==> config.mk <==
export PLATFORM = sky130hd
export DESIGN_NAME = cspix_top
export DESIGN_NICKNAME = d
export VERILOG_FILES = /design/src/rtl/cspix_pkg.sv /design/src/rtl/cspix_fifo_if.sv /design/src/rtl/cspix_top.sv /design/src/rtl/cspix_wfifo.sv
export VERILOG_INCLUDE_DIRS = /design/src /design/src/rtl
export SDC_FILE = /design/constraint.sdc
export NUM_CORES = 1
export LEC_CHECK = 0
export ABC_AREA = 1
export BUFFER_PORTS_ARGS = -buffer_cell sky130_fd_sc_hd__buf_2
export CORE_MARGIN = 10
export CORE_UTILIZATION = 55
export CTS_CLUSTER_SIZE = 25
export DETAILED_ROUTE_END_ITERATION = 8
export PLACE_DENSITY = 0.75
export SETUP_SLACK_MARGIN = 0.4
export SLEW_MARGIN = 5
export SYNTH_ARGS = -nofsm -noshare
export SYNTH_HDL_FRONTEND = slang
export SYNTH_HIERARCHICAL = 1
export SYNTH_SLANG_ARGS = --single-unit
==> constraint.sdc <==
create_clock -name MCLK_I -period 3.3 [get_ports MCLK_I]
set_clock_uncertainty 0.2 [all_clocks]
set_input_delay 0.33 -clock MCLK_I [delete_from_list [all_inputs] [get_ports MCLK_I]]
set_output_delay 0.33 -clock MCLK_I [all_outputs]
set_load 0.02 [all_outputs]
==> src/rtl/cspix_params.svh <==
// Register indices, field positions, reset values and sizes for the socket/index block
`ifndef CSPIX_PARAMS_SVH
`define CSPIX_PARAMS_SVH

// ----------------------------------------------------------------
// Host I/O port addresses (byte offsets from the block base)
// ----------------------------------------------------------------
`define CSPIX_ADDR_INDEX       2'h0
`define CSPIX_ADDR_DATA        2'h1
`define CSPIX_ADDR_IRQ_STATUS  2'h2
`define CSPIX_ADDR_IRQ_MASK    2'h3

// ----------------------------------------------------------------
// Internal register indices (per-socket ones are socket A; socket B adds the offset)
// ----------------------------------------------------------------
`define CSPIX_SOCKET_B_OFFSET  8'h40
`define CSPIX_IDX_CSC_ENABLE   8'h05
`define CSPIX_IDX_POWER_CTRL   8'h02
`define CSPIX_IDX_CARD_STATUS  8'h01
`define CSPIX_IDX_WINDOW_TIMER 8'h07
`define CSPIX_IDX_FIFO_STATUS  8'h08
`define CSPIX_IDX_TIMER_SET0   8'h3a
`define CSPIX_IDX_TIMER_SET1   8'h3d
`define CSPIX_IDX_EXT_INDEX    8'h2e
`define CSPIX_IDX_EXT_DATA     8'h2f
`define CSPIX_XIDX_EXT_CTRL1   8'h03
`define CSPIX_XIDX_EXT_DATA_VS 8'h0a
`define CSPIX_IDX_VS_HOME      8'h6f

// ----------------------------------------------------------------
// Field positions
// ----------------------------------------------------------------
`define CSPIX_PWR_VPP_EN_BIT   0
`define CSPIX_PWR_AUTO_BIT     4
`define CSPIX_PWR_VCC_EN_BIT   5
`define CSPIX_XC1_KEEP_AUTO    1
`define CSPIX_CSC_CD_EN_BIT    3

// ----------------------------------------------------------------
// Reset values and sizes
// ----------------------------------------------------------------
`define CSPIX_RESET_BYTE       8'h00
`define CSPIX_FIFO_DEPTH       4
`define CSPIX_WORD_WIDTH       32

`endif

==> src/rtl/cspix_pkg.sv <==
// Types shared by the socket/index block files
package cspix_pkg;
  // Socket card-detect tracking
  typedef enum logic [1:0] {
    CSPIX_EMPTY   = 2'b00,
    CSPIX_PRESENT = 2'b01
  } cspix_card_t;

  // Byte type for the register write data
  typedef logic [7:0] cspix_byte_t;
endpackage : cspix_pkg

==> src/rtl/cspix_fifo_if.sv <==
// Push/pop bundle between the top and one write buffer
interface cspix_fifo_if #(parameter int WIDTH = 32);
  logic             push_valid;
  logic             push_ready;
  logic [WIDTH-1:0] push_data;
  logic             pop_valid;
  logic             pop_ready;
  logic [WIDTH-1:0] pop_data;
  logic             empty;

  modport owner (output push_valid, output push_data, input push_ready,
                 input pop_valid, input pop_data, output pop_ready, input empty);
  modport fifo  (input push_valid, input push_data, output push_ready,
                 output pop_valid, output pop_data, input pop_ready, output empty);
endinterface : cspix_fifo_if

==> src/rtl/cspix_top.sv <==
// Dual-socket power, card-detect interrupt and indexed register access
`include "cspix_params.svh"
module cspix_top
  import cspix_pkg::*;
#(
  parameter int FIFO_DEPTH = `CSPIX_FIFO_DEPTH,
  parameter int WORD_WIDTH = `CSPIX_WORD_WIDTH
) (
  input  wire logic                  MCLK_I,
  input  wire logic                  RST_N_I,
  input  wire logic                  CE_I,
  // Register port
  input  wire logic [1:0]            REG_ADDR_I,
  input  wire cspix_pkg::cspix_byte_t REG_WDATA_I,
  input  wire logic                  REG_WR_I,
  input  wire logic                  REG_RD_I,
  output logic [7:0]                 REG_RDATA_O,
  // Host card-write port, one per socket
  input  wire logic [1:0]            CARD_WR_VALID_I,
  input  wire logic [63:0]           CARD_WR_DATA_I,
  output logic [1:0]                 CARD_WR_READY_O,
  // Card side draining of the buffers
  output logic [1:0]                 CARD_BUS_VALID_O,
  output logic [63:0]                CARD_BUS_DATA_O,
  output logic [1:0]                 CARD_BUS_TSET_O,
  input  wire logic [1:0]            CARD_BUS_READY_I,
  // Socket pins, index 0 is socket A
  input  wire logic [1:0]            CARD_DETECT_ONE_N_I,
  input  wire logic [1:0]            CARD_DETECT_TWO_N_I,
  input  wire logic [1:0]            VOLTAGE_SENSE_ONE_I,
  input  wire logic [1:0]            VOLTAGE_SENSE_TWO_I,
  output logic [1:0]                 VCC_EN_O,
  output logic [1:0]                 VPP_EN_O,
  output logic                       IRQ_O
);
  import cspix_pkg::*;

  // ----------------------------------------------------------------
  // Storage
  // ----------------------------------------------------------------
  logic [7:0] index_reg;
  logic [7:0] ext_index_reg;
  logic [7:0] ext_ctrl1_reg;
  logic [7:0] timer_set_reg [2];
  logic [7:0] pwr_ctrl_reg [2];
  logic [7:0] csc_en_reg [2];
  logic [7:0] win_tsel_reg [2];
  logic [3:0] irq_status_reg;
  logic [3:0] irq_mask_reg;
  logic [7:0] rdata_reg;
  logic       irq_reg;
  logic [1:0] vcc_reg;
  logic [1:0] vpp_reg;
  logic [1:0] present_reg;
  logic [1:0] cd1_meta_reg;
  logic [1:0] cd1_sync_reg;
  logic [1:0] cd2_meta_reg;
  logic [1:0] cd2_sync_reg;
  logic [3:0] vs_meta_reg;
  logic [3:0] vs_sync_reg;
  logic [1:0] bus_valid_reg;
  logic [63:0] bus_data_reg;
  logic [1:0] bus_tset_reg;
  logic [1:0] wr_ready_reg;
  logic [1:0] fifo_empty;
  logic [3:0] irq_status_next;

  // ----------------------------------------------------------------
  // Pin synchronisers
  // ----------------------------------------------------------------
  // Two stages so a metastable card pin cannot reach the decode
  always_ff @(posedge MCLK_I or negedge RST_N_I) begin
    if (!RST_N_I) begin
      cd1_meta_reg <= 2'h3;
      cd1_sync_reg <= 2'h3;
      cd2_meta_reg <= 2'h3;
      cd2_sync_reg <= 2'h3;
      vs_meta_reg  <= 4'h0;
      vs_sync_reg  <= 4'h0;
    end else if (CE_I) begin
      cd1_meta_reg <= CARD_DETECT_ONE_N_I;
      cd1_sync_reg <= cd1_meta_reg;
      cd2_meta_reg <= CARD_DETECT_TWO_N_I;
      cd2_sync_reg <= cd2_meta_reg;
      vs_meta_reg  <= {VOLTAGE_SENSE_TWO_I, VOLTAGE_SENSE_ONE_I};
      vs_sync_reg  <= vs_meta_reg;
    end
  end

  // ----------------------------------------------------------------
  // Address decode
  // ----------------------------------------------------------------
  wire        wr_index   = REG_WR_I & (REG_ADDR_I == `CSPIX_ADDR_INDEX);
  wire        wr_data    = REG_WR_I & (REG_ADDR_I == `CSPIX_ADDR_DATA);
  wire        wr_status  = REG_WR_I & (REG_ADDR_I == `CSPIX_ADDR_IRQ_STATUS);
  wire        wr_mask    = REG_WR_I & (REG_ADDR_I == `CSPIX_ADDR_IRQ_MASK);
  wire        sock_b     = index_reg[6];
  wire [7:0]  base_idx   = index_reg & 8'hbf;
  wire        hit_xidx   = (index_reg == `CSPIX_IDX_EXT_INDEX);
  wire        hit_xdata  = (index_reg == `CSPIX_IDX_EXT_DATA);
  wire        hit_vshome = (index_reg == `CSPIX_IDX_VS_HOME);
  wire        hit_xc1    = hit_xdata & (ext_index_reg == `CSPIX_XIDX_EXT_CTRL1);
  wire        hit_vs     = hit_vshome & (ext_index_reg == `CSPIX_XIDX_EXT_DATA_VS);
  wire        hit_pwr    = (base_idx == `CSPIX_IDX_POWER_CTRL);
  wire        hit_csc    = (base_idx == `CSPIX_IDX_CSC_ENABLE);
  wire        hit_stat   = (base_idx == `CSPIX_IDX_CARD_STATUS);
  wire        hit_wtsel  = (base_idx == `CSPIX_IDX_WINDOW_TIMER);
  wire        hit_fstat  = (base_idx == `CSPIX_IDX_FIFO_STATUS);
  wire        hit_ts0    = (index_reg == `CSPIX_IDX_TIMER_SET0);
  wire        hit_ts1    = (index_reg == `CSPIX_IDX_TIMER_SET1);
  wire        keep_auto  = ext_ctrl1_reg[`CSPIX_XC1_KEEP_AUTO];

  // ----------------------------------------------------------------
  // Card detect events per socket
  // ----------------------------------------------------------------
  wire [1:0] present_now = ~cd1_sync_reg & ~cd2_sync_reg;
  wire [1:0] inserted    = present_now & ~present_reg;
  wire [1:0] removed     = ~present_now & present_reg;

  // Index data readback mux
  logic [7:0] data_mux;
  always_comb begin
    data_mux = 8'h00;
    if (hit_xidx) begin
      data_mux = ext_index_reg;
    end else if (hit_xc1) begin
      data_mux = ext_ctrl1_reg;
    end else if (hit_vs) begin
      data_mux = {4'h0, vs_sync_reg};
    end else if (hit_ts0) begin
      data_mux = timer_set_reg[0];
    end else if (hit_ts1) begin
      data_mux = timer_set_reg[1];
    end else if (hit_pwr) begin
      data_mux = pwr_ctrl_reg[sock_b];
    end else if (hit_csc) begin
      data_mux = csc_en_reg[sock_b];
    end else if (hit_wtsel) begin
      data_mux = win_tsel_reg[sock_b];
    end else if (hit_stat) begin
      data_mux = {6'h00, present_reg[sock_b], fifo_empty[sock_b]};
    end else if (hit_fstat) begin
      data_mux = {7'h00, fifo_empty[sock_b]};
    end
  end

  // Port level readback mux
  wire [7:0] port_mux = (REG_ADDR_I == `CSPIX_ADDR_INDEX)      ? index_reg :
                        (REG_ADDR_I == `CSPIX_ADDR_DATA)       ? data_mux :
                        (REG_ADDR_I == `CSPIX_ADDR_IRQ_STATUS) ? {4'h0, irq_status_reg} :
                                                                 {4'h0, irq_mask_reg};

  // ----------------------------------------------------------------
  // Index, extension and timing registers
  // ----------------------------------------------------------------
  // Index persists until the host writes it again
  always_ff @(posedge MCLK_I or negedge RST_N_I) begin
    if (!RST_N_I) begin
      index_reg        <= `CSPIX_RESET_BYTE;
      ext_index_reg    <= `CSPIX_RESET_BYTE;
      ext_ctrl1_reg    <= `CSPIX_RESET_BYTE;
      timer_set_reg[0] <= `CSPIX_RESET_BYTE;
      timer_set_reg[1] <= `CSPIX_RESET_BYTE;
      irq_mask_reg     <= 4'h0;
    end else if (CE_I) begin
      if (wr_index) index_reg <= REG_WDATA_I;
      if (wr_mask) irq_mask_reg <= REG_WDATA_I[3:0];
      if (wr_data && hit_xidx) ext_index_reg <= REG_WDATA_I;
      if (wr_data && hit_xc1) ext_ctrl1_reg <= REG_WDATA_I;
      if (wr_data && hit_ts0) timer_set_reg[0] <= REG_WDATA_I;
      if (wr_data && hit_ts1) timer_set_reg[1] <= REG_WDATA_I;
    end
  end

  // ----------------------------------------------------------------
  // Per-socket power, enables and buffers
  // ----------------------------------------------------------------
  genvar s;
  generate
    for (s = 0; s < 2; s++) begin : g_sock
      cspix_fifo_if #(.WIDTH(WORD_WIDTH)) fif ();
      wire sel = (sock_b == 1'(s));
      wire vcc_next;
      wire vpp_next;

      // Host side always pushes whole words, never narrower lanes
      assign fif.push_valid = CARD_WR_VALID_I[s];
      assign fif.push_data  = CARD_WR_DATA_I[s*32 +: 32];
      assign fif.pop_ready  = ~bus_valid_reg[s] | CARD_BUS_READY_I[s];
      assign fifo_empty[s]  = fif.empty;

      cspix_wfifo #(
        .DEPTH (FIFO_DEPTH),
        .WIDTH (WORD_WIDTH)
      ) u_wfifo (
        .clk_i   (MCLK_I),
        .rst_n_i (RST_N_I),
        .ce_i    (CE_I),
        .port    (fif)
      );

      // Supply enables follow power control only while a card sits
      assign vcc_next = present_reg[s] & pwr_ctrl_reg[s][`CSPIX_PWR_AUTO_BIT]
                        & pwr_ctrl_reg[s][`CSPIX_PWR_VCC_EN_BIT];
      assign vpp_next = vcc_next & pwr_ctrl_reg[s][`CSPIX_PWR_VPP_EN_BIT];

      // Power control: removal clears auto bit unless kept
      always_ff @(posedge MCLK_I or negedge RST_N_I) begin
        if (!RST_N_I) begin
          pwr_ctrl_reg[s] <= `CSPIX_RESET_BYTE;
          csc_en_reg[s]   <= `CSPIX_RESET_BYTE;
          win_tsel_reg[s] <= `CSPIX_RESET_BYTE;
        end else if (CE_I) begin
          if (wr_data && hit_pwr && sel) begin
            pwr_ctrl_reg[s] <= REG_WDATA_I;
          end else if (removed[s] && !keep_auto) begin
            pwr_ctrl_reg[s][`CSPIX_PWR_AUTO_BIT] <= 1'b0;
          end
          if (wr_data && hit_csc && sel) csc_en_reg[s] <= REG_WDATA_I;
          if (wr_data && hit_wtsel && sel) win_tsel_reg[s] <= REG_WDATA_I;
        end
      end

      // Outputs: supplies drop in the cycle after removal is seen
      always_ff @(posedge MCLK_I or negedge RST_N_I) begin
        if (!RST_N_I) begin
          vcc_reg[s]       <= 1'b0;
          vpp_reg[s]       <= 1'b0;
          present_reg[s]   <= 1'b0;
          bus_valid_reg[s] <= 1'b0;
          bus_data_reg[s*32 +: 32] <= 32'h0000_0000;
          bus_tset_reg[s]  <= 1'b0;
          wr_ready_reg[s]  <= 1'b0;
        end else if (CE_I) begin
          present_reg[s] <= present_now[s];
          vcc_reg[s]     <= vcc_next & present_now[s];
          vpp_reg[s]     <= vpp_next & present_now[s];
          wr_ready_reg[s] <= fif.push_ready;
          if (fif.pop_ready) begin
            bus_valid_reg[s]         <= fif.pop_valid;
            bus_data_reg[s*32 +: 32] <= fif.pop_data;
            bus_tset_reg[s]          <= win_tsel_reg[s][0];
          end
        end
      end

      // Insert and remove events share one enable bit
      assign irq_status_next[2*s]   = irq_status_reg[2*s] & ~(wr_status & REG_WDATA_I[2*s])
                                      | (inserted[s] & csc_en_reg[s][`CSPIX_CSC_CD_EN_BIT]);
      assign irq_status_next[2*s+1] = irq_status_reg[2*s+1] & ~(wr_status & REG_WDATA_I[2*s+1])
                                      | (removed[s] & csc_en_reg[s][`CSPIX_CSC_CD_EN_BIT]);
    end
  endgenerate

  // ----------------------------------------------------------------
  // Interrupt status, readback and outputs
  // ----------------------------------------------------------------
  // Set beats write-one-to-clear in the same cycle
  always_ff @(posedge MCLK_I or negedge RST_N_I) begin
    if (!RST_N_I) begin
      irq_status_reg <= 4'h0;
      irq_reg        <= 1'b0;
      rdata_reg      <= 8'h00;
    end else if (CE_I) begin
      irq_status_reg <= irq_status_next;
      irq_reg        <= |(irq_status_next & irq_mask_reg);
      rdata_reg      <= REG_RD_I ? port_mux : 8'h00;
    end
  end

  assign REG_RDATA_O      = rdata_reg;
  assign IRQ_O            = irq_reg;
  assign VCC_EN_O         = vcc_reg;
  assign VPP_EN_O         = vpp_reg;
  assign CARD_WR_READY_O  = wr_ready_reg;
  assign CARD_BUS_VALID_O = bus_valid_reg;
  assign CARD_BUS_DATA_O  = bus_data_reg;
  assign CARD_BUS_TSET_O  = bus_tset_reg;
endmodule : cspix_top

==> src/rtl/cspix_wfifo.sv <==
// Four-word posted write buffer for one socket
`include "cspix_params.svh"
module cspix_wfifo #(
  parameter int DEPTH = `CSPIX_FIFO_DEPTH,
  parameter int WIDTH = `CSPIX_WORD_WIDTH
) (
  input  wire logic   clk_i,
  input  wire logic   rst_n_i,
  input  wire logic   ce_i,
  cspix_fifo_if.fifo  port
);
  import cspix_pkg::*;
  localparam int AW = $clog2(DEPTH);

  logic [WIDTH-1:0] mem_reg [DEPTH];
  logic [AW-1:0]    wr_ptr_reg;
  logic [AW-1:0]    rd_ptr_reg;
  logic [AW:0]      count_reg;
  wire              do_push;
  wire              do_pop;

  // ----------------------------------------------------------------
  // Handshake decode
  // ----------------------------------------------------------------
  assign port.push_ready = (count_reg != (AW+1)'(DEPTH));
  assign port.pop_valid  = (count_reg != '0);
  assign port.pop_data   = mem_reg[rd_ptr_reg];
  assign port.empty      = (count_reg == '0);
  assign do_push         = ce_i & port.push_valid & port.push_ready;
  assign do_pop          = ce_i & port.pop_valid & port.pop_ready;

  // Storage array has no reset; the word at the read pointer is driven out and taken by the top even when the buffer is empty
  always_ff @(posedge clk_i) begin
    if (do_push) begin
      mem_reg[wr_ptr_reg] <= port.push_data;
    end
  end

  // Pointers wrap; depth must be a power of two
  always_ff @(posedge clk_i or negedge rst_n_i) begin
    if (!rst_n_i) begin
      wr_ptr_reg <= '0;
      rd_ptr_reg <= '0;
      count_reg  <= '0;
    end else begin
      if (do_push) wr_ptr_reg <= wr_ptr_reg + 1'b1;
      if (do_pop)  rd_ptr_reg <= rd_ptr_reg + 1'b1;
      count_reg <= count_reg + {{AW{1'b0}}, do_push} - {{AW{1'b0}}, do_pop};
    end
  end
endmodule : cspix_wfifo
==> run_results.csv <==
group,metric,value,unit
setup_path,critPathLaunchType,"flop",
grt,grt_max_degree,74,
logic_synthesis,syn_avg_cell_area,11.31,µm²
sta,hold_ws,0.02120,ns
cells_and_area,drive_gt1_share,19.28,%
cts,cts_tree,"done",
cts,clk_pin_slew,0.06,ns
detailed_routing,drt_iter0_drc,1267,
setup_path,rrSetupSlack,0.77,ns
setup_path,worstPathRequired,3.57,ns
sta,setup_tns,0,ns
setup_path,end_kind,"flop",
logic_synthesis,ys.flop_type,"edfxtp_1",
setup_path,cp_num_buf_inv,2,
run_status,status,"finished clean",
sta,timing.final.crit_period,2.529,ns
power,pwr_density_cell,783.7,nW/µm²
setup_path,arrival,2.80,ns
cts,cts-root-buf,"clkbuf_16",
cts,cts_hold_buffers,82,
logic_synthesis,synth_area,19140,µm²
cells_and_area,area_growth_syn_to_layout,18.53,%
grt,grt_pass1_wl,75000,µm
logic_synthesis,synth_cell_types,39,
floorplan,die_height,206.6,µm
sta,slew-limit-headroom,23.65,%
cts,htree_levels,2,
detailed_routing,ant_nets,0,
power,combPwrFrac,26.5,%
sta,rsz0062_at_grt,"no",
sta,finalMaxSlewViolations,0,
detailed_routing,drc_errors,0,
logic_synthesis,synthesis.nets,1797,
cts,clock_sinks,467,
logic_synthesis,ys_ff_latch,467,
logic_synthesis,ys_top_cells_by_area,"edfxtp_1 40%, dfrtp_1 27%, nand2_1 7.1%, o21ai_0 5.8%, mux2_2 4.0%",
cts,cts_resized,0,
floorplan,ios,174,
sta,final-setup-viol-count,0,
floorplan,dieArea,42660,µm²
cells_and_area,largest_reg_flops,256,
setup_path,crit_slowest_cell,"nand3_1",
power,power_switching_share,32.98,%
grt,antenna_found_initial,3,
detailed_routing,viasPerCell,5.569,
setup_path,reg2reg_depth,7,
sta,worstMarginPinSlew,1.145,ns
power,clkPwrFrac,30.5,%
logic_synthesis,yosysTopAreaCell,"edfxtp_1",
power,p_sw,5.864,mW
sta,fmax,395.5,MHz
logic_synthesis,synth_top_area_share,40.16,%
worst_hold_path,hold_path_depth,3,
cts,clk_latency,0.59,ns
logic_synthesis,yosys_warnings,6,
power,p_int,11.92,mW
detailed_routing,wl_per_cell,19.59,µm
floorplan,start_util,55.55,%
sta,period_share,76.62,%
detailed_routing,wl,47670,µm
power,p_seq_share,43.0,%
cells_and_area,layout.nets,2044,
setup_path,crit_type,"reg -> reg",
setup_path,crit_chain,"inv_2, nand4_1, nor2_1, nand3_1, inv_1, nand2_1, o21ai_0",
run,maxCapViolCount,0,
grt,grt_overflow,0,
logic_synthesis,synth_edf_count,256,
cells_and_area,ff_latch_area,12980,µm²
detailed_routing,num_vias,13554,
setup_path,crit_fanout,23,
setup_path,cp.depth,7,
logic_synthesis,synth_cells,1692,
place,place_congestion,0.9020,
floorplan,rows,68,
sta,hold_viol_final,0,
setup_path,cp_top_family,"simple AND/OR/NAND/NOR gates",
logic_synthesis,async_flop_share,45.18,%
cts,clk_path_buf_depth,3,
place,port_buffers,173,
logic_synthesis,synth-seq-area-share,67.80,%
detailed_routing,first_pass_iters,5,
grt,grt_pass1_vias,13655,
setup_path,cp_slowest_stage_delay,0.40,ns
grt,grt_usage,22.29,%
cells_and_area,fill_cells,2545,
power,p_leak,9.484,nW
cells_and_area,multi_input_area,5261,µm²
floorplan,fp.dieW,206.6,µm
worst_hold_path,hp-class,"in -> reg",
cts,post_cts_buffers,0,
floorplan,fp.coreArea,34460,µm²
power,ir_worst_vdd,0.6625,mV
cts,cts_inserted_buffers,47,
place,post-dp-hpwl,28260,µm
-- per-stage QoR --
stage          util [%]  instance area [µm²]  instances  setup slack [ns]  total power [mW]
2_1_floorplan         -                19140       1692            0.6313             10.96
3_3_place_gp      58.85                20280       2263            0.9420             12.13
3_5_place_dp      58.85                20280       2263            0.8302             12.32
4_1_cts           65.82                22680       2431            0.8171             17.82
5_1_grt           65.84                22690       2434            0.4830             18.66
6_report          65.84                22690       2434            0.7715             17.78
-- cell usage in the layout, fill, tap and decap left out, types with 11 or more instances in the layout --
cell type,n
nand2_1,364
edfxtp_1,256
o21ai_0,222
dfrtp_1,201
nor2_1,187
buf_2,172
inv_1,94
dlygate4sd3_1,82
mux2_2,68
o22ai_1,65
clkbuf_16,48
o21ai_1,34
nand3_1,22
buf_4,22
a21oi_1,15
nand4_1,13
clkinv_2,12
ha_1,12
nor2_2,11
clkbuf_1,11
-- final timing paths --
| kind | from | endpoint |
|---|---|---|
| max | index_reg[6] | ext_index_reg[4] |
| min | REG_WDATA_I[6] | win_tsel_reg[14] |
| max reg2reg | index_reg[6] | ext_index_reg[4] |
| min reg2reg | cd2_meta_reg[0] | cd2_meta_reg[0] |
| max in group asynchronous | RST_N_I | timer_set_reg[5] |
| min in group asynchronous | RST_N_I | ext_ctrl1_reg[3] |
-- tightest hold or removal path, cell delays in order --
cell	delay, ns
buf_2	0.08
inv_1	0.16
o21ai_1	0.19
-- cell usage after synthesis (12+ instances only) --
cell / number
nand4_1: 13
buf_2: 17
o21ai_1: 34
nand3_1: 22
o21ai_0: 222
dfrtp_1: 203
a21oi_1: 15
inv_1: 94
nor2_1: 195
buf_6: 20
o22ai_1: 65
edfxtp_1: 256
nand2_1: 364
ha_1: 12
mux2_2: 68
clkbuf_1: 31
-- final cells by class --
cell class	instances	area share, %
Sequential cell	467	57.21
Clock inverter	24	1.307
Tap cell	455	2.509
Timing Repair Buffer	279	8.383
Multi-Input combinational cell	1041	23.19
Clock buffer	62	5.658
Antenna cell	3	0.03309
Inverter	103	1.704
-- per-layer routing --
layer,global-route usage (%),routed length (µm)
met4,8.001,1382
met3,3.620,2977
met2,38.21,24250
met1,28.20,19060
met5,0,0
-- kinds of logic after synthesis --
| kind of cell | after synthesis | synth area share, % |
|---|---|---|
| adder cells (fa/ha/maj) | 14 | 0.9936 |
| XOR/XNOR | 2 | 0.09153 |
| buffers and inverters | 184 | 4.818 |
| multiplexers | 68 | 4.000 |
| AND/OR/NAND/NOR | 612 | 12.71 |
| AO/OA/AOI/OAI | 345 | 9.583 |
| flip-flops | 467 | 67.80 |
-- power groups by stage --
stage	sequential, mW	clock (mW)	combinational (mW)
after floorplan	8.16	0	2.80
after global placement	7.67	0	4.46
after detailed placement	7.72	0	4.60
after CTS	7.62	5.49	4.71
after global routing	7.71	5.76	5.19
final	7.64	5.43	4.71
(Power assumes the default switching activity.)
